### src/verilog/rx_port_irq_pkg.sv
// constants for the per-port receiver interrupt status block
package rx_port_irq_pkg;
	localparam int          NUM_PORTS              = 4;
	localparam int          PORT_W                 = 2;
	localparam int          NUM_GPIO               = 4;
	localparam logic [7:0]  ADDR_PORT_SELECT       = 8'h4c;
	localparam logic [7:0]  ADDR_PORT_EVENT_ENABLE = 8'hd9;
	localparam logic [7:0]  ADDR_PORT_EVENT_STATUS = 8'hdb;
	localparam logic [7:0]  ADDR_GPIO_STATUS       = 8'hdc;
	localparam logic [7:0]  ADDR_GPIO_EDGE_ENABLE  = 8'hdd;
	localparam logic [7:0]  RESET_VALUE            = 8'h00;
	localparam int          BIT_LINE_LEN           = 6;
	localparam int          BIT_LINE_CNT           = 5;
	localparam int          BIT_BUF_OVF            = 4;
	localparam int          BIT_PARITY             = 2;
	localparam int          BIT_PORT_VALID         = 1;
	localparam int          BIT_LOCK               = 0;
	localparam logic [7:0]  STATUS_TWO_MASK        = 8'h70;
	localparam logic [7:0]  STATUS_ONE_MASK        = 8'h07;
	localparam int          GPIO_FLAG_LSB          = 4;
endpackage : rx_port_irq_pkg

### src/verilog/rx_port_interrupt_status.sv
`timescale 1ns/1ps
// register front end and interrupt output for the per-port status block
module rx_port_interrupt_status
	import rx_port_irq_pkg::*;
(
	input  wire logic                  i_sys_clk,
	input  wire logic                  i_reset,
	input  wire logic                  i_reg_wr,
	input  wire logic                  i_reg_rd,
	input  wire logic [7:0]            i_reg_addr,
	input  wire logic [7:0]            i_reg_wdata,
	input  wire logic                  i_status_one_rd,
	input  wire logic                  i_status_two_rd,
	input  wire logic [NUM_PORTS*8-1:0] i_event_pulse,
	input  wire logic [NUM_PORTS*4-1:0] i_fwd_gpio,
	output logic      [7:0]            o_reg_rdata,
	output logic                       o_reg_rvalid,
	output logic      [NUM_PORTS-1:0]  o_port_irq
);
	logic [PORT_W-1:0]   port_sel_ff;
	logic [NUM_PORTS*8-1:0] enable_ff;
	logic [NUM_PORTS*8-1:0] flags;
	logic [NUM_PORTS*4-1:0] gflags;
	logic [NUM_PORTS*4-1:0] gval;
	logic [7:0]          nxt_rdata;

	always_ff @(posedge i_sys_clk or posedge i_reset) begin
		if (i_reset) begin
			port_sel_ff <= '0;
		end else if (i_reg_wr && i_reg_addr == ADDR_PORT_SELECT) begin
			port_sel_ff <= i_reg_wdata[PORT_W-1:0];
		end
	end

	genvar p;
	generate
		for (p = 0; p < NUM_PORTS; p++) begin : g_port
			logic sel;
			assign sel = (port_sel_ff == PORT_W'(p));
			always_ff @(posedge i_sys_clk or posedge i_reset) begin
				if (i_reset) begin
					enable_ff[p*8 +: 8] <= RESET_VALUE;
				end else if (sel && i_reg_wr && i_reg_addr == ADDR_PORT_EVENT_ENABLE) begin
					enable_ff[p*8 +: 8] <= i_reg_wdata;
				end
			end
			rx_port_slice u_slice (
				.i_sys_clk        (i_sys_clk),
				.i_reset          (i_reset),
				.i_event_pulse    (i_event_pulse[p*8 +: 8]),
				.i_clr_status_one (sel && i_status_one_rd),
				.i_clr_status_two (sel && i_status_two_rd),
				.i_gpio_read      (sel && i_reg_rd && i_reg_addr == ADDR_GPIO_STATUS),
				.i_edge_wr        (sel && i_reg_wr && i_reg_addr == ADDR_GPIO_EDGE_ENABLE),
				.i_wdata          (i_reg_wdata),
				.i_gpio           (i_fwd_gpio[p*4 +: 4]),
				.o_event_flags    (flags[p*8 +: 8]),
				.o_gpio_flags     (gflags[p*4 +: 4]),
				.o_gpio_value     (gval[p*4 +: 4])
			);
			always_ff @(posedge i_sys_clk or posedge i_reset) begin
				if (i_reset) begin
					o_port_irq[p] <= 1'b0;
				end else begin
					// enable gates the latched status only
					o_port_irq[p] <= |(flags[p*8 +: 8] & enable_ff[p*8 +: 8]);
				end
			end
		end
	endgenerate

	// read mux; edge enables are write-only and read zero
	always_comb begin
		nxt_rdata = 8'h00;
		case (i_reg_addr)
			ADDR_PORT_SELECT:       nxt_rdata = {{(8-PORT_W){1'b0}}, port_sel_ff};
			ADDR_PORT_EVENT_ENABLE: nxt_rdata = enable_ff[port_sel_ff*8 +: 8];
			ADDR_PORT_EVENT_STATUS: nxt_rdata = flags[port_sel_ff*8 +: 8];
			ADDR_GPIO_STATUS:       nxt_rdata = {gflags[port_sel_ff*4 +: 4],
				gval[port_sel_ff*4 +: 4]};
			default:                nxt_rdata = 8'h00;
		endcase
	end

	always_ff @(posedge i_sys_clk or posedge i_reset) begin
		if (i_reset) begin
			o_reg_rdata  <= 8'h00;
			o_reg_rvalid <= 1'b0;
		end else begin
			o_reg_rvalid <= i_reg_rd;
			if (i_reg_rd) begin
				o_reg_rdata <= nxt_rdata;
			end
		end
	end

	property p_reserved_zero;
		@(posedge i_sys_clk) disable iff (i_reset)
		(flags & {NUM_PORTS{8'h88}}) == '0;
	endproperty
	a_reserved_zero: assert property (p_reserved_zero) else $error("reserved bit set");

	property p_lock_set;
		@(posedge i_sys_clk) disable iff (i_reset)
		i_event_pulse[BIT_LOCK] |=> flags[BIT_LOCK];
	endproperty
	a_lock_set: assert property (p_lock_set) else $error("lock flag lost");

	property p_two_clear;
		@(posedge i_sys_clk) disable iff (i_reset)
		(port_sel_ff == 2'd0 && i_status_two_rd && !i_event_pulse[BIT_LINE_LEN])
		|=> !flags[BIT_LINE_LEN];
	endproperty
	a_two_clear: assert property (p_two_clear) else $error("line length not cleared");

	property p_one_keeps_two;
		@(posedge i_sys_clk) disable iff (i_reset)
		(flags[BIT_BUF_OVF] && !i_status_two_rd) |=> flags[BIT_BUF_OVF];
	endproperty
	a_one_keeps_two: assert property (p_one_keeps_two) else $error("overflow lost");

	property p_irq_gate;
		@(posedge i_sys_clk) disable iff (i_reset)
		o_port_irq[0] |-> $past(|(flags[7:0] & enable_ff[7:0]));
	endproperty
	a_irq_gate: assert property (p_irq_gate) else $error("irq without enable");

	property p_rise;
		@(posedge i_sys_clk) disable iff (i_reset)
		(g_port[0].u_slice.edge_enable_ff[0] && $rose(i_fwd_gpio[0])) |=> gflags[0];
	endproperty
	a_rise: assert property (p_rise) else $error("rise missed");

	property p_fall;
		@(posedge i_sys_clk) disable iff (i_reset)
		(g_port[0].u_slice.edge_enable_ff[1] && $fell(i_fwd_gpio[0])) |=> gflags[0];
	endproperty
	a_fall: assert property (p_fall) else $error("fall missed");

	// checked through the read path, where a stale copy would show
	property p_live;
		@(posedge i_sys_clk) disable iff (i_reset)
		(port_sel_ff == 2'd0 && i_reg_rd && i_reg_addr == ADDR_GPIO_STATUS)
		|=> (o_reg_rdata[3:0] == $past(i_fwd_gpio[3:0]));
	endproperty
	a_live: assert property (p_live) else $error("gpio value latched");

	property p_line_len_set;
		@(posedge i_sys_clk) disable iff (i_reset)
		i_event_pulse[BIT_LINE_LEN] |=> flags[BIT_LINE_LEN];
	endproperty
	a_line_len_set: assert property (p_line_len_set) else $error("line length lost");

	property p_line_cnt_set;
		@(posedge i_sys_clk) disable iff (i_reset)
		i_event_pulse[BIT_LINE_CNT] |=> flags[BIT_LINE_CNT];
	endproperty
	a_line_cnt_set: assert property (p_line_cnt_set) else $error("line count lost");

	property p_ovf_set;
		@(posedge i_sys_clk) disable iff (i_reset)
		i_event_pulse[BIT_BUF_OVF] |=> flags[BIT_BUF_OVF];
	endproperty
	a_ovf_set: assert property (p_ovf_set) else $error("overflow not latched");

	property p_parity_set;
		@(posedge i_sys_clk) disable iff (i_reset)
		i_event_pulse[BIT_PARITY] |=> flags[BIT_PARITY];
	endproperty
	a_parity_set: assert property (p_parity_set) else $error("parity lost");

	property p_valid_set;
		@(posedge i_sys_clk) disable iff (i_reset)
		i_event_pulse[BIT_PORT_VALID] |=> flags[BIT_PORT_VALID];
	endproperty
	a_valid_set: assert property (p_valid_set) else $error("valid change lost");

	property p_cnt_clear;
		@(posedge i_sys_clk) disable iff (i_reset)
		(port_sel_ff == 2'd0 && i_status_two_rd && !i_event_pulse[BIT_LINE_CNT])
		|=> !flags[BIT_LINE_CNT];
	endproperty
	a_cnt_clear: assert property (p_cnt_clear) else $error("line count not cleared");

	property p_ovf_clear;
		@(posedge i_sys_clk) disable iff (i_reset)
		(port_sel_ff == 2'd0 && i_status_two_rd && !i_event_pulse[BIT_BUF_OVF])
		|=> !flags[BIT_BUF_OVF];
	endproperty
	a_ovf_clear: assert property (p_ovf_clear) else $error("overflow not cleared");

	property p_one_clear;
		@(posedge i_sys_clk) disable iff (i_reset)
		(port_sel_ff == 2'd0 && i_status_one_rd && (i_event_pulse[7:0] & STATUS_ONE_MASK) == 8'h00)
		|=> ((flags[7:0] & STATUS_ONE_MASK) == 8'h00);
	endproperty
	a_one_clear: assert property (p_one_clear) else $error("status one not cleared");

	// prev sample, not $past, so a reset mid-run cannot fake an edge
	property p_gpio_clear;
		@(posedge i_sys_clk) disable iff (i_reset)
		(port_sel_ff == 2'd0 && i_reg_rd && i_reg_addr == ADDR_GPIO_STATUS
			&& i_fwd_gpio[3:0] == g_port[0].u_slice.gpio_prev_ff) |=> (gflags[3:0] == 4'h0);
	endproperty
	a_gpio_clear: assert property (p_gpio_clear) else $error("gpio flag not cleared");

	property p_enable_hidden;
		@(posedge i_sys_clk) disable iff (i_reset)
		(i_reg_rd && i_reg_addr == ADDR_GPIO_EDGE_ENABLE) |=> (o_reg_rdata == 8'h00);
	endproperty
	a_enable_hidden: assert property (p_enable_hidden) else $error("edge enable readable");

	property p_status_ro;
		@(posedge i_sys_clk) disable iff (i_reset)
		(i_reg_wr && i_reg_addr == ADDR_PORT_EVENT_STATUS && i_event_pulse[7:0] == 8'h00
			&& !i_status_one_rd && !i_status_two_rd) |=> (flags[7:0] == $past(flags[7:0]));
	endproperty
	a_status_ro: assert property (p_status_ro) else $error("status written");

	property p_sel_write;
		@(posedge i_sys_clk) disable iff (i_reset)
		(i_reg_wr && i_reg_addr == ADDR_PORT_SELECT)
		|=> (port_sel_ff == $past(i_reg_wdata[PORT_W-1:0]));
	endproperty
	a_sel_write: assert property (p_sel_write) else $error("port select not taken");

	// a clearing read aimed at another port must leave port 1 alone
	property p_port_apart;
		@(posedge i_sys_clk) disable iff (i_reset)
		(port_sel_ff != 2'd1 && flags[8+BIT_LOCK]) |=> flags[8+BIT_LOCK];
	endproperty
	a_port_apart: assert property (p_port_apart) else $error("wrong port cleared");

	property p_rise3;
		@(posedge i_sys_clk) disable iff (i_reset)
		(g_port[0].u_slice.edge_enable_ff[6] && $rose(i_fwd_gpio[3])) |=> gflags[3];
	endproperty
	a_rise3: assert property (p_rise3) else $error("gpio three rise missed");

	property p_fall3;
		@(posedge i_sys_clk) disable iff (i_reset)
		(g_port[0].u_slice.edge_enable_ff[7] && $fell(i_fwd_gpio[3])) |=> gflags[3];
	endproperty
	a_fall3: assert property (p_fall3) else $error("gpio three fall missed");
endmodule : rx_port_interrupt_status

### src/verilog/rx_port_slice.sv
`timescale 1ns/1ps
// one receive port's event flags, gpio edge flags and edge enables
module rx_port_slice
	import rx_port_irq_pkg::*;
(
	input  wire logic       i_sys_clk,
	input  wire logic       i_reset,
	input  wire logic [7:0] i_event_pulse,
	input  wire logic       i_clr_status_one,
	input  wire logic       i_clr_status_two,
	input  wire logic       i_gpio_read,
	input  wire logic       i_edge_wr,
	input  wire logic [7:0] i_wdata,
	input  wire logic [3:0] i_gpio,
	output logic      [7:0] o_event_flags,
	output logic      [3:0] o_gpio_flags,
	output logic      [3:0] o_gpio_value
);
	logic [7:0] edge_enable_ff;
	logic [3:0] gpio_prev_ff;
	logic [3:0] gpio_hit;
	logic [7:0] clr_mask;

	assign clr_mask = (i_clr_status_one ? STATUS_ONE_MASK : 8'h00)
		| (i_clr_status_two ? STATUS_TWO_MASK : 8'h00);

	// reserved bits 7 and 3 never latch
	always_ff @(posedge i_sys_clk or posedge i_reset) begin
		if (i_reset) begin
			o_event_flags <= RESET_VALUE;
		end else begin
			// set wins over clearing read
			o_event_flags <= ((o_event_flags & ~clr_mask) | i_event_pulse)
				& (STATUS_ONE_MASK | STATUS_TWO_MASK);
		end
	end

	always_ff @(posedge i_sys_clk or posedge i_reset) begin
		if (i_reset) begin
			edge_enable_ff <= RESET_VALUE;
		end else if (i_edge_wr) begin
			edge_enable_ff <= i_wdata;
		end
	end

	always_ff @(posedge i_sys_clk or posedge i_reset) begin
		if (i_reset) begin
			gpio_prev_ff <= 4'h0;
		end else begin
			gpio_prev_ff <= i_gpio;
		end
	end

	genvar g;
	generate
		for (g = 0; g < NUM_GPIO; g++) begin : g_edge
			assign gpio_hit[g] = (edge_enable_ff[2*g+1] & gpio_prev_ff[g] & ~i_gpio[g])
				| (edge_enable_ff[2*g] & ~gpio_prev_ff[g] & i_gpio[g]);
		end
	endgenerate

	always_ff @(posedge i_sys_clk or posedge i_reset) begin
		if (i_reset) begin
			o_gpio_flags <= 4'h0;
		end else begin
			o_gpio_flags <= (i_gpio_read ? 4'h0 : o_gpio_flags) | gpio_hit;
		end
	end

	assign o_gpio_value = i_gpio;
endmodule : rx_port_slice
### config.mk
export PLATFORM = sky130hd
export DESIGN_NAME = rx_port_interrupt_status
export DESIGN_NICKNAME = d
export VERILOG_FILES = /design/src/verilog/rx_port_irq_pkg.sv /design/src/verilog/rx_port_interrupt_status.sv /design/src/verilog/rx_port_slice.sv
export SDC_FILE = /design/constraint.sdc
export NUM_CORES = 1
export LEC_CHECK = 0
export BUFFER_PORTS_ARGS = -buffer_cell sky130_fd_sc_hd__buf_2
export CORE_MARGIN = 10
export CORE_UTILIZATION = 61
export CTS_CLUSTER_SIZE = 12
export DETAILED_ROUTE_END_ITERATION = 8
export PLACE_DENSITY = 0.88
export SLEW_MARGIN = 20
export SYNTH_ARGS = -nofsm -noshare
export SYNTH_HDL_FRONTEND = slang
export SYNTH_SLANG_ARGS = --single-unit
### constraint.sdc
create_clock -name i_sys_clk -period 6 [get_ports i_sys_clk]
set_input_delay 0 -clock i_sys_clk [delete_from_list [all_inputs] [get_ports i_sys_clk]]
set_output_delay 0 -clock i_sys_clk [all_outputs]
set_load 0.1 [all_outputs]
## After elaboration in Yosys (flattened, before gate mapping)

Index checks and enable logic that the tools add are counted.

| storage, ports and cells | value |
|---|---|
| bits in registers | 135 |
| bits of input ports | 70 |
| output and inout port bits | 13 |
| logic and storage cells | 222 |

| operators by class | value |
|---|---|
| equal/unequal tests | 8 |
| shift operators | 4 |
| multiplexer cells | 13 |
| bitwise logic cells | 136 |
| reduce and logical (&&, ||, !) cells | 34 |

Operators by type and width:

| kind | count |
|---|---|
| $and 1x1->1 | 64 |
| $shiftx 32x6->8 | 2 |
| $or 7x7->7 | 8 |
| $and 7x8->8 | 4 |
| $eq 8x8->1 const B | 4 |
| $not 1->1 | 32 |
| $pmux 8 s4 | 1 |
| $reduce_or 8->1 | 4 |
| $shiftx 16x5->4 | 2 |
| $logic_and 1x1->1 | 29 |
| $and 7x7->7 | 4 |
| $mux 7 | 4 |
| $not 7->7 | 4 |
| $mux 4 | 4 |
| $or 1x1->1 | 16 |
| $or 4x4->4 | 4 |
| $mux 3 | 4 |
| $eq 8x7->1 const B | 1 |
| $eq 2x2->1 const B | 2 |
| $eq 2x1->1 const B | 1 |
| $logic_not 2->1 | 1 |

## Longest topological paths before layout

Gate-level depths: netlist (run 1).

| logic depth | value |
|---|---|
| word-level depth | 7 |
| mapped depth | 7 |
| depth with buffers taken out | 5 |

## Hierarchy

Synthesis (run 1) repeated with hierarchy kept, for this count alone.

| unflattened totals | value |
|---|---|
| cell total of the unflattened synthesis | 475 |
| area, all modules | 6432.4 um^2 |

Modules (own cells, without submodules):

| module | instances | cells an instance | area each (um^2) | sequential area each (um^2) |
|---|---|---|---|---|
| rx_port_slice | 4 | 63 | 887.1 | 550.5 |
| rx_port_interrupt_status | 1 | 223 | 2884.0 | 1176.1 |

## Worst setup path before layout (run 1)

Ideal clock, no wire load.

| path | value |
|---|---|
| path type | flip-flop to flip-flop |
| start | register port_sel_ff[0] |
| end | register enable_ff[10] |
| setup time | 125 ps |
| data arrival time | 1593 ps |
| required time | 5875 ps |
| path slack | 4282 ps |
| stages on the path, launching flop included | 7 |
| buffers on the path | 3 |
| clock period less this slack | 1718 ps |
| cells stage by stage | dfrtp_1 > buf_6 > buf_6 > buf_6 > nand2b_1 > nor2_2 > mux2_2 |

| between the ends | value |
|---|---|
| word-level cells in the longest chain between the ends | 3 |

RTL lines:

| element | line | RTL |
|---|---|---|
| start: declaration | rx_port_interrupt_status.sv:20 | `logic [PORT_W-1:0] port_sel_ff;` |
| start signal: assignment | rx_port_interrupt_status.sv:31 | `port_sel_ff <= i_reg_wdata[PORT_W-1:0];` |
| $eq 2x1->1 | rx_port_interrupt_status.sv:39 | `assign sel = (port_sel_ff == PORT_W'(p));` |
| $logic_and 1x1->1 (2 in a row) | rx_port_interrupt_status.sv:43 | `end else if (sel && i_reg_wr && i_reg_addr == ADDR_PORT_EVENT_ENABLE) begin` |
| end signal: indexed assignment | rx_port_interrupt_status.sv:44 | `enable_ff[p*8 +: 8] <= i_reg_wdata;` |
| end: declaration | rx_port_interrupt_status.sv:21 | `logic [NUM_PORTS*8-1:0] enable_ff;` |

No other way between the ends.
A chain may end at the register's enable or synchronous reset.

## Worst setup path after layout (run 1)

| path | value |
|---|---|
| start | register port_sel_ff[0] |
| end | register g_port[3].u_slice.edge_enable_ff[3] |

| between the ends | value |
|---|---|
| word-level cells in the longest chain between the ends | 3 |

RTL lines:

| element | line | RTL |
|---|---|---|
| $eq 2x2->1 | rx_port_interrupt_status.sv:39 |  |
| $logic_and 1x1->1 (2 in a row) | rx_port_interrupt_status.sv:54 | `.i_edge_wr (sel && i_reg_wr && i_reg_addr == ADDR_GPIO_EDGE_ENABLE),` |
| end signal: assignment | rx_port_slice.sv:42 | `edge_enable_ff <= i_wdata;` |
| end: declaration | rx_port_slice.sv:19 | `logic [7:0] edge_enable_ff;` |

No other way between the ends.

==> impl_metrics.env, run 1 <==
export IMPL_dieArea_um2=14000
export IMPL_syn_cell_area_um2=5890
export IMPL_synth_nets=494
export IMPL_path_class="flip-flop to flip-flop"
export IMPL_first_pass_iters=7
export IMPL_r2r_end="g_port[3].u_slice.edge_enable_ff[3]"
export IMPL_final_min_clock_period_ns=2.78
export IMPL_drt_wl_total_mm=20.0
export IMPL_rows=35
export IMPL_ys_ff_latch=135
export IMPL_cp_cell_sequence="nand2_1 > nor2_1 > nand3_1 > mux2_2"
export IMPL_cpPeakStageDelay_ns=1.05
export IMPL_timing_hold_violations_final=0
export IMPL_synth_distinct_cells=36
export IMPL_crit_fanout=36
export IMPL_setup_violations=0
export IMPL_crit_buf_inv=0
export IMPL_fillers=429
export IMPL_crit_family="simple AND/OR/NAND/NOR gates"
export IMPL_post_cts_resized=0
export IMPL_timing_fmax_ghz=0.360
export IMPL_clk_latency_ns=0.53
export IMPL_reg2reg_depth=4
export IMPL_whs_ns=0.141
export IMPL_avgSynthCellArea_um2=13.9
export IMPL_final_antenna_net_count=0
export IMPL_clk_pin_slew_ns=0.07
export IMPL_netlist_area_leader_share_pct=57.4
export IMPL_coreArea_um2=9330
export IMPL_die_w_um=118
export IMPL_route_detailed_drc=0
export IMPL_yosys_warnings=0
export IMPL_ir_drop_mv=0.236
export IMPL_synth_edf_count=0
export IMPL_slew_viol_final=0
export IMPL_dp_hpwl_mm=10.3
export IMPL_startpoint_type="flip-flop"
export IMPL_fin_skew_ns=0.0123
export IMPL_cts_buffers_inserted=17
export IMPL_nNetsFinal=653
export IMPL_grt_pass1_wl_mm=30.7
export IMPL_first_global_vias=5268
export IMPL_antenna_found_initial=2
export IMPL_ys_async_sr_fraction_pct=100
export IMPL_cap_violations=0
export IMPL_gr_total_overflow=0
export IMPL_wire_per_inst_um=27.5
export IMPL_rr_startpoint="port_sel_ff[0]"
export IMPL_fin_crit_sh_pct=46.3
export IMPL_cp_arrival_ns=3.19
export IMPL_required_ns=6.41
export IMPL_root_buffer="clkbuf_8"
export IMPL_yosysSeqAreaShare_pct=57.4
export IMPL_ys_top_cells_by_area="dfrtp_1 57%, mux2_2 14%, mux4_2 7.6%, a21o_1 3.1%, a22oi_1 2.3%"
export IMPL_die_h_um=118
export IMPL_num_io_pins=83
export IMPL_cp_slowest_cell="dfrtp_2"
export IMPL_drt_iter0_drc=695
export IMPL_leakage_nw=3.40
export IMPL_io_buffers=74
export IMPL_start_util_pct=63.1
export IMPL_fin_setup_tns_ns=0
export IMPL_syn2layout_area_growth_pct=31.6
export IMPL_drive_above_1_share_pct=35.5
export IMPL_grtUsageTotal_pct=28.1
export IMPL_slew_headroom_pct=29.2
export IMPL_powerDensity_nw_per_um2=297
export IMPL_vias=4964
export IMPL_htree_levels=4
export IMPL_grt_start_max_net_pins=78
export IMPL_gp_congestion=0.907
export IMPL_tightest_slew_ns=1.06
export IMPL_cts_setup_buffers=0
export IMPL_r2r_slack_ns=3.22
export IMPL_yosysTopAreaCell="dfrtp_1"
export IMPL_rsz0062_at_grt="false"
export IMPL_cts_buffer_depth=2
export IMPL_via_per_inst=6.84
export IMPL_synth_main_ff_cell="dfrtp_1"
export IMPL_syn_inst=424
export IMPL_critPathCaptureType="flip-flop"
export IMPL_hp_class="primary input to async pin"
export IMPL_cts_tree="yes"
export IMPL_status="complete, no violations"
export IMPL_cts_sinks=135
[Yosys cell counts, types with 8 or more instances]
| master | count |
|---|---|
| a21o_1 | 24 |
| a22oi_1 | 18 |
| dfrtp_1 | 135 |
| inv_1 | 13 |
| mux2_2 | 72 |
| mux4_2 | 20 |
| nand2_1 | 29 |
| nand3_1 | 9 |
| nand3b_1 | 16 |
| nor2_1 | 12 |
| o211ai_1 | 8 |
| o21ai_0 | 9 |
| o221ai_1 | 8 |
[state kept, by name, indices dropped and copies added, names as in the netlist]
name	cells
g_port.u_slice.o_gpio_flags	16
o_reg_rdata	8
enable_ff	32
o_port_irq	4
g_port.u_slice.o_event_flags	24
g_port.u_slice.gpio_prev_ff	16
o_reg_rvalid	1
port_sel_ff	2
g_port.u_slice.edge_enable_ff	32
[worst max path at each step]
stage,from,depth (start not counted),slack (ns),to
after floorplan,i_reset,1,2.39,enable_ff[0]
after detailed placement,port_sel_ff[0],3,3.55,enable_ff[11]
after CTS,port_sel_ff[0],3,3.51,enable_ff[8]
after global placement,port_sel_ff[0],3,3.58,enable_ff[10]
final,port_sel_ff[0],4,3.22,g_port[3].u_slice.edge_enable_ff[3]
after global routing,port_sel_ff[0],4,3.18,g_port[3].u_slice.edge_enable_ff[3]
[cell families (layout without fill, tap and decap cells)]
group           Yosys count  count (layout)  synth area share, %
mux                      94              94                 21.8
buf+inv                  24             195                 2.06
other cells               0               2                    0
flops                   135             135                 57.4
compound gates           80              80                 9.60
simple gates             91              91                 9.20
[report_power, final]
group          switching [mW]  internal, mW  total [mW]  leakage [nW]
clock                   0.422         0.708        1.13         0.303
sequential             0.0248         0.937       0.961          1.66
combinational           0.124        0.0861       0.210          1.43
[layout by cell type (no fill, tap or decap), types with 8 or more instances in the layout]
| cell type | instances |
|---|---|
| dfrtp_1 | 134 |
| dlygate4sd3_1 | 75 |
| buf_2 | 74 |
| mux2_2 | 72 |
| nand2_1 | 29 |
| a21o_1 | 24 |
| mux4_2 | 20 |
| a22oi_1 | 18 |
| nand3b_1 | 16 |
| clkbuf_16 | 16 |
| nor2_1 | 12 |
| inv_1 | 12 |
| nand3_1 | 9 |
| o21ai_0 | 9 |
| o221ai_1 | 8 |
| o211ai_1 | 8 |
[metal layers]
metal  wire (um)  share of wire, %  GRT usage, %  vias up
li1            -                 -             -     1915
met1        6820                34          31.5     2458
met2        9410                47          44.5      455
met3        2390                12          10.9      136
met4        1350               6.8          17.7        0
met5           0                 0             0        -
[through the flow]
| stage | worst slack (ns) | cell area (um^2) | utilization [%] | std cells | power, mW |
|---|---|---|---|---|---|
| floorplan | 2.39 | 5890 | - | 424 | 1.07 |
| global placement | 3.58 | 6370 | 68.2 | 618 | 1.13 |
| detailed placement | 3.55 | 6370 | 68.2 | 618 | 1.14 |
| CTS | 3.51 | 7740 | 83.0 | 724 | 2.27 |
| global route | 3.18 | 7750 | 83.0 | 725 | 2.34 |
| finish | 3.22 | 7750 | 83.1 | 726 | 2.30 |
[layout make-up]
class | instances | area (um^2) | share of cell area, %
tap | 129 | 161 | 2.08
multi-input combinational | 265 | 2390 | 30.8
clock buffer | 20 | 455 | 5.88
sequential | 135 | 3380 | 43.6
timing repair buffer | 151 | 1140 | 14.7
inverter | 13 | 51.3 | 0.662
clock inverter | 11 | 171 | 2.21
antenna | 2 | 5.00 | 0.0646
[worst min-delay path: cells and delay by family]
kind                   cells  cell delay, ns
buffers and inverters      3            1.17
[what timing repair did]
item	CTS	global route
hold endpoints to repair	189	0
setup endpoints to repair	0	0
hold buffers	75	0
Power figures use the tool's default switching activity.
==> inputs of run 2 (changes only) <==
--- a/config.mk
+++ b/config.mk
@@ -5,12 +5,13 @@
 export SDC_FILE = /design/constraint.sdc
 export NUM_CORES = 1
 export LEC_CHECK = 0
+export ABC_AREA = 1
 export BUFFER_PORTS_ARGS = -buffer_cell sky130_fd_sc_hd__buf_2
 export CORE_MARGIN = 10
-export CORE_UTILIZATION = 61
+export CORE_UTILIZATION = 52
 export CTS_CLUSTER_SIZE = 12
 export DETAILED_ROUTE_END_ITERATION = 8
-export PLACE_DENSITY = 0.88
+export PLACE_DENSITY = 0.8
 export SLEW_MARGIN = 20
 export SYNTH_ARGS = -nofsm -noshare
 export SYNTH_HDL_FRONTEND = slang
==> constraint.sdc (replaced) <==
create_clock -name i_sys_clk -period 2.3 [get_ports i_sys_clk]
set_input_delay 0 -clock i_sys_clk [delete_from_list [all_inputs] [get_ports i_sys_clk]]
set_output_delay 0 -clock i_sys_clk [all_outputs]
set_load 0.1 [all_outputs]
==> run 2 against run 1 <==
Fmax up 46%. Global-route usage shrank 7.2 points. Clock skew decreased by 0.0058 ns. Synthesized cell count grew 58%. Cell area is 3.5% lower. Register-to-register slack got worse by 2.8 ns. Critical path depth up 6. Hold slack lost 0.12 ns. Final cell count up 31%. Utilization fell by 17 points. Area after synthesis is 1.5% higher. Clock power grew 130%.
==> impl_metrics.env, run 2 <==
export IMPL_syn2layout_area_growth_pct=25.1
export IMPL_powerDensity_nw_per_um2=739
export IMPL_register_area_um2=3380
export IMPL_fin_crit_sh_pct=82.8
export IMPL_yosysTopAreaCell="dfrtp_1"
export IMPL_reg2reg_depth=10
export IMPL_met2_usage_pct=33.0
export IMPL_drive_above_1_share_pct=16.7
export IMPL_diodes=0
export IMPL_hold_path_depth=6
export IMPL_cp_arrival_ns=2.26
export IMPL_required_ns=2.65
export IMPL_ys_async_sr_fraction_pct=100
export IMPL_first_pass_iters=5
export IMPL_synth_common_cells="160 x nand2_1, 135 x dfrtp_1, 81 x inv_1, 77 x o21ai_0, 44 x nor2_1"
export IMPL_status="complete, no violations"
export IMPL_cts_tree="yes"
export IMPL_synth_main_ff_cell="dfrtp_1"
export IMPL_clk_latency_ns=0.42
export IMPL_p_int_mw=4.20
export IMPL_via_per_inst=5.54
export IMPL_final_common_cell="nand2_1"
export IMPL_hp_class="primary input to flip-flop"
export IMPL_setup_violations=0
export IMPL_num_io_pins=83
export IMPL_leakage_nw=3.83
export IMPL_r2r_slack_ns=0.40
export IMPL_cap_violations=0
export IMPL_timing_hold_violations_final=0
export IMPL_startpoint_type="flip-flop"
export IMPL_synth_distinct_cells=28
export IMPL_dpl_cell_area_um2=6460
export IMPL_grt_busiest_layer="met2"
export IMPL_p_sw_share_pct=23.9
export IMPL_cts_hold_buf=46
export IMPL_root_buffer="clkbuf_16"
export IMPL_grtUsageTotal_pct=20.9
export IMPL_clk_pin_slew_ns=0.06
export IMPL_crit_fanout=14
export IMPL_rr_startpoint="port_sel_ff[1]"
export IMPL_avgSynthCellArea_um2=8.94
export IMPL_grt_pass1_wl_mm=27.1
export IMPL_synthMostInstantiatedCell="nand2_1"
export IMPL_route_detailed_drc=0
export IMPL_syn_inst=669
export IMPL_wire_per_inst_um=17.8
export IMPL_clkPwrFrac_pct=46.2
export IMPL_post_cts_resized=0
export IMPL_seq_power_share_pct=45.0
export IMPL_dieArea_um2=16200
export IMPL_whs_ns=0.0208
export IMPL_grt_met1_usage_pct=27.2
export IMPL_cts_buffers_inserted=17
export IMPL_cts_sinks=135
export IMPL_start_util_pct=52.8
export IMPL_r2r_end="o_reg_rdata[0]"
export IMPL_nNetsFinal=866
export IMPL_antenna_found_initial=0
export IMPL_first_global_vias=5266
export IMPL_fin_cells=951
export IMPL_synth_edf_count=0
export IMPL_rows=39
export IMPL_tightest_slew_ns=0.719
export IMPL_crit_start="port_sel_ff[1]"
export IMPL_yosys_warnings=0
export IMPL_vias=5265
export IMPL_ys_top_cells_by_area="dfrtp_1 57%, nand2_1 10%, o21ai_0 6.4%, inv_1 5.1%, o21bai_1 3.0%"
export IMPL_fin_setup_tns_ns=0
export IMPL_fin_skew_ns=0.00654
export IMPL_share_comb_of_total_power_pct=8.8
export IMPL_layout_common_cells="160 x nand2_1, 135 x dfrtp_1, 80 x inv_1, 77 x o21ai_0, 74 x buf_2"
export IMPL_use_met3_pct=5.42
export IMPL_gp_congestion=0.896
export IMPL_path_class="flip-flop to flip-flop"
export IMPL_slew_viol_final=0
export IMPL_die_w_um=127
export IMPL_hold_end="o_reg_rdata[0]"
export IMPL_die_h_um=127
export IMPL_cts_buffer_depth=2
export IMPL_ys_ff_latch=135
export IMPL_worstHoldStart="i_reg_addr[1]"
export IMPL_drt_iter0_drc=578
export IMPL_coreArea_um2=11300
export IMPL_syn_cell_area_um2=5980
export IMPL_gr_total_overflow=0
export IMPL_final_antenna_net_count=0
export IMPL_fillers=910
export IMPL_dp_hpwl_mm=11.7
export IMPL_yosysSeqAreaShare_pct=56.5
export IMPL_design_area_um2=7480
export IMPL_top_regs="enable_ff: 32 flops, g_port.u_slice.edge_enable_ff: 32 flops, g_port.u_slice.o_event_flags: 24 flops"
export IMPL_grt_start_max_net_pins=56
export IMPL_rsz0062_at_grt="false"
export IMPL_drt_wl_total_mm=16.9
export IMPL_final_min_clock_period_ns=1.90
export IMPL_io_buffers=74
export IMPL_slew_headroom_pct=52.0
export IMPL_htree_levels=4
export IMPL_timing_fmax_ghz=0.525
export IMPL_ir_drop_mv=0.527
export IMPL_netlist_area_leader_share_pct=56.5
export IMPL_multi_input_area_um2=2150
export IMPL_p_switching_mw=1.32
export IMPL_dp_cells=874
export IMPL_synth_nets=739
export IMPL_critPathCaptureType="flip-flop"
export IMPL_cts_setup_buffers=0
-- run 2: changes by cell type after synthesis, moves of 32 or more --
cell | previous run | this run
mux2_2 | 72 | 0
inv_1 | 13 | 81
o21ai_0 | 9 | 77
nand2_1 | 29 | 160
nor2_1 | 12 | 44
-- run 2: worst max-delay path by stage --
stage	cells after the start	to	slack [ns]
2_1_floorplan	1	enable_ff[0]	0.62
3_3_place_gp	6	g_port[1].u_slice.edge_enable_ff[6]	0.53
3_5_place_dp	6	g_port[1].u_slice.edge_enable_ff[1]	0.47
4_1_cts	6	g_port[1].u_slice.edge_enable_ff[1]	0.43
5_1_grt	6	g_port[1].u_slice.edge_enable_ff[6]	0.22
6_report	10	o_reg_rdata[0]	0.40
-- run 2: final cells by class --
cell class / count / area share [%]
clock buffer: 23 / 6.52
timing repair buffer: 124 / 11.8
tap: 143 / 2.39
sequential: 135 / 45.2
clock inverter: 8 / 0.970
multi-input combinational: 433 / 28.7
inverter: 85 / 4.38
-- run 2: power by group through the flow --
stage / Combinational [mW] / Clock (mW) / Sequential [mW]
finish: 0.488 / 2.55 / 2.49
global route: 0.534 / 2.66 / 2.49
CTS: 0.486 / 2.58 / 2.48
detailed placement: 0.422 / 0 / 2.52
global placement: 0.411 / 0 / 2.52
floorplan: 0.215 / 0 / 2.57
-- run 2: routing by layer --
metal | vias up | part of all wire [%] | wire length [um]
li1 | 2451 | - | -
met5 | - | 0 | 0
met3 | 39 | 7.7 | 1290
met4 | 0 | 2.2 | 374
met2 | 246 | 48 | 8040
met1 | 2529 | 43 | 7210
-- run 2: cell families (layout without fill, tap and decap cells) --
| logic type | count (synthesis) | after routing | synth area share [%] |
|---|---|---|---|
| compound gates | 169 | 169 | 16.6 |
| buf+inv | 101 | 240 | 7.53 |
| flops | 135 | 135 | 56.5 |
| simple gates | 264 | 264 | 19.4 |
-- run 2: through the flow --
| stage | worst slack, ns | utilization [%] | total power, mW |
|---|---|---|---|
| floorplan | 0.621 | - | 2.78 |
| global placement | 0.534 | 57.1 | 2.93 |
| detailed placement | 0.471 | 57.1 | 2.95 |
| CTS | 0.434 | 66.1 | 5.55 |
| global route | 0.219 | 66.1 | 5.69 |
| finish | 0.396 | 66.1 | 5.52 |
-- run 2: worst max-delay path: stages (launching register included) --
cell and delay (ns):
dfrtp_1 0.49, nand2_2 0.25, inv_2 0.32, nand2_1 0.12, o21ai_0 0.19, nor2_1 0.12
nor2_1 0.13, nor2_1 0.05, nand2_1 0.06, nand2_1 0.05, nand2_1 0.06
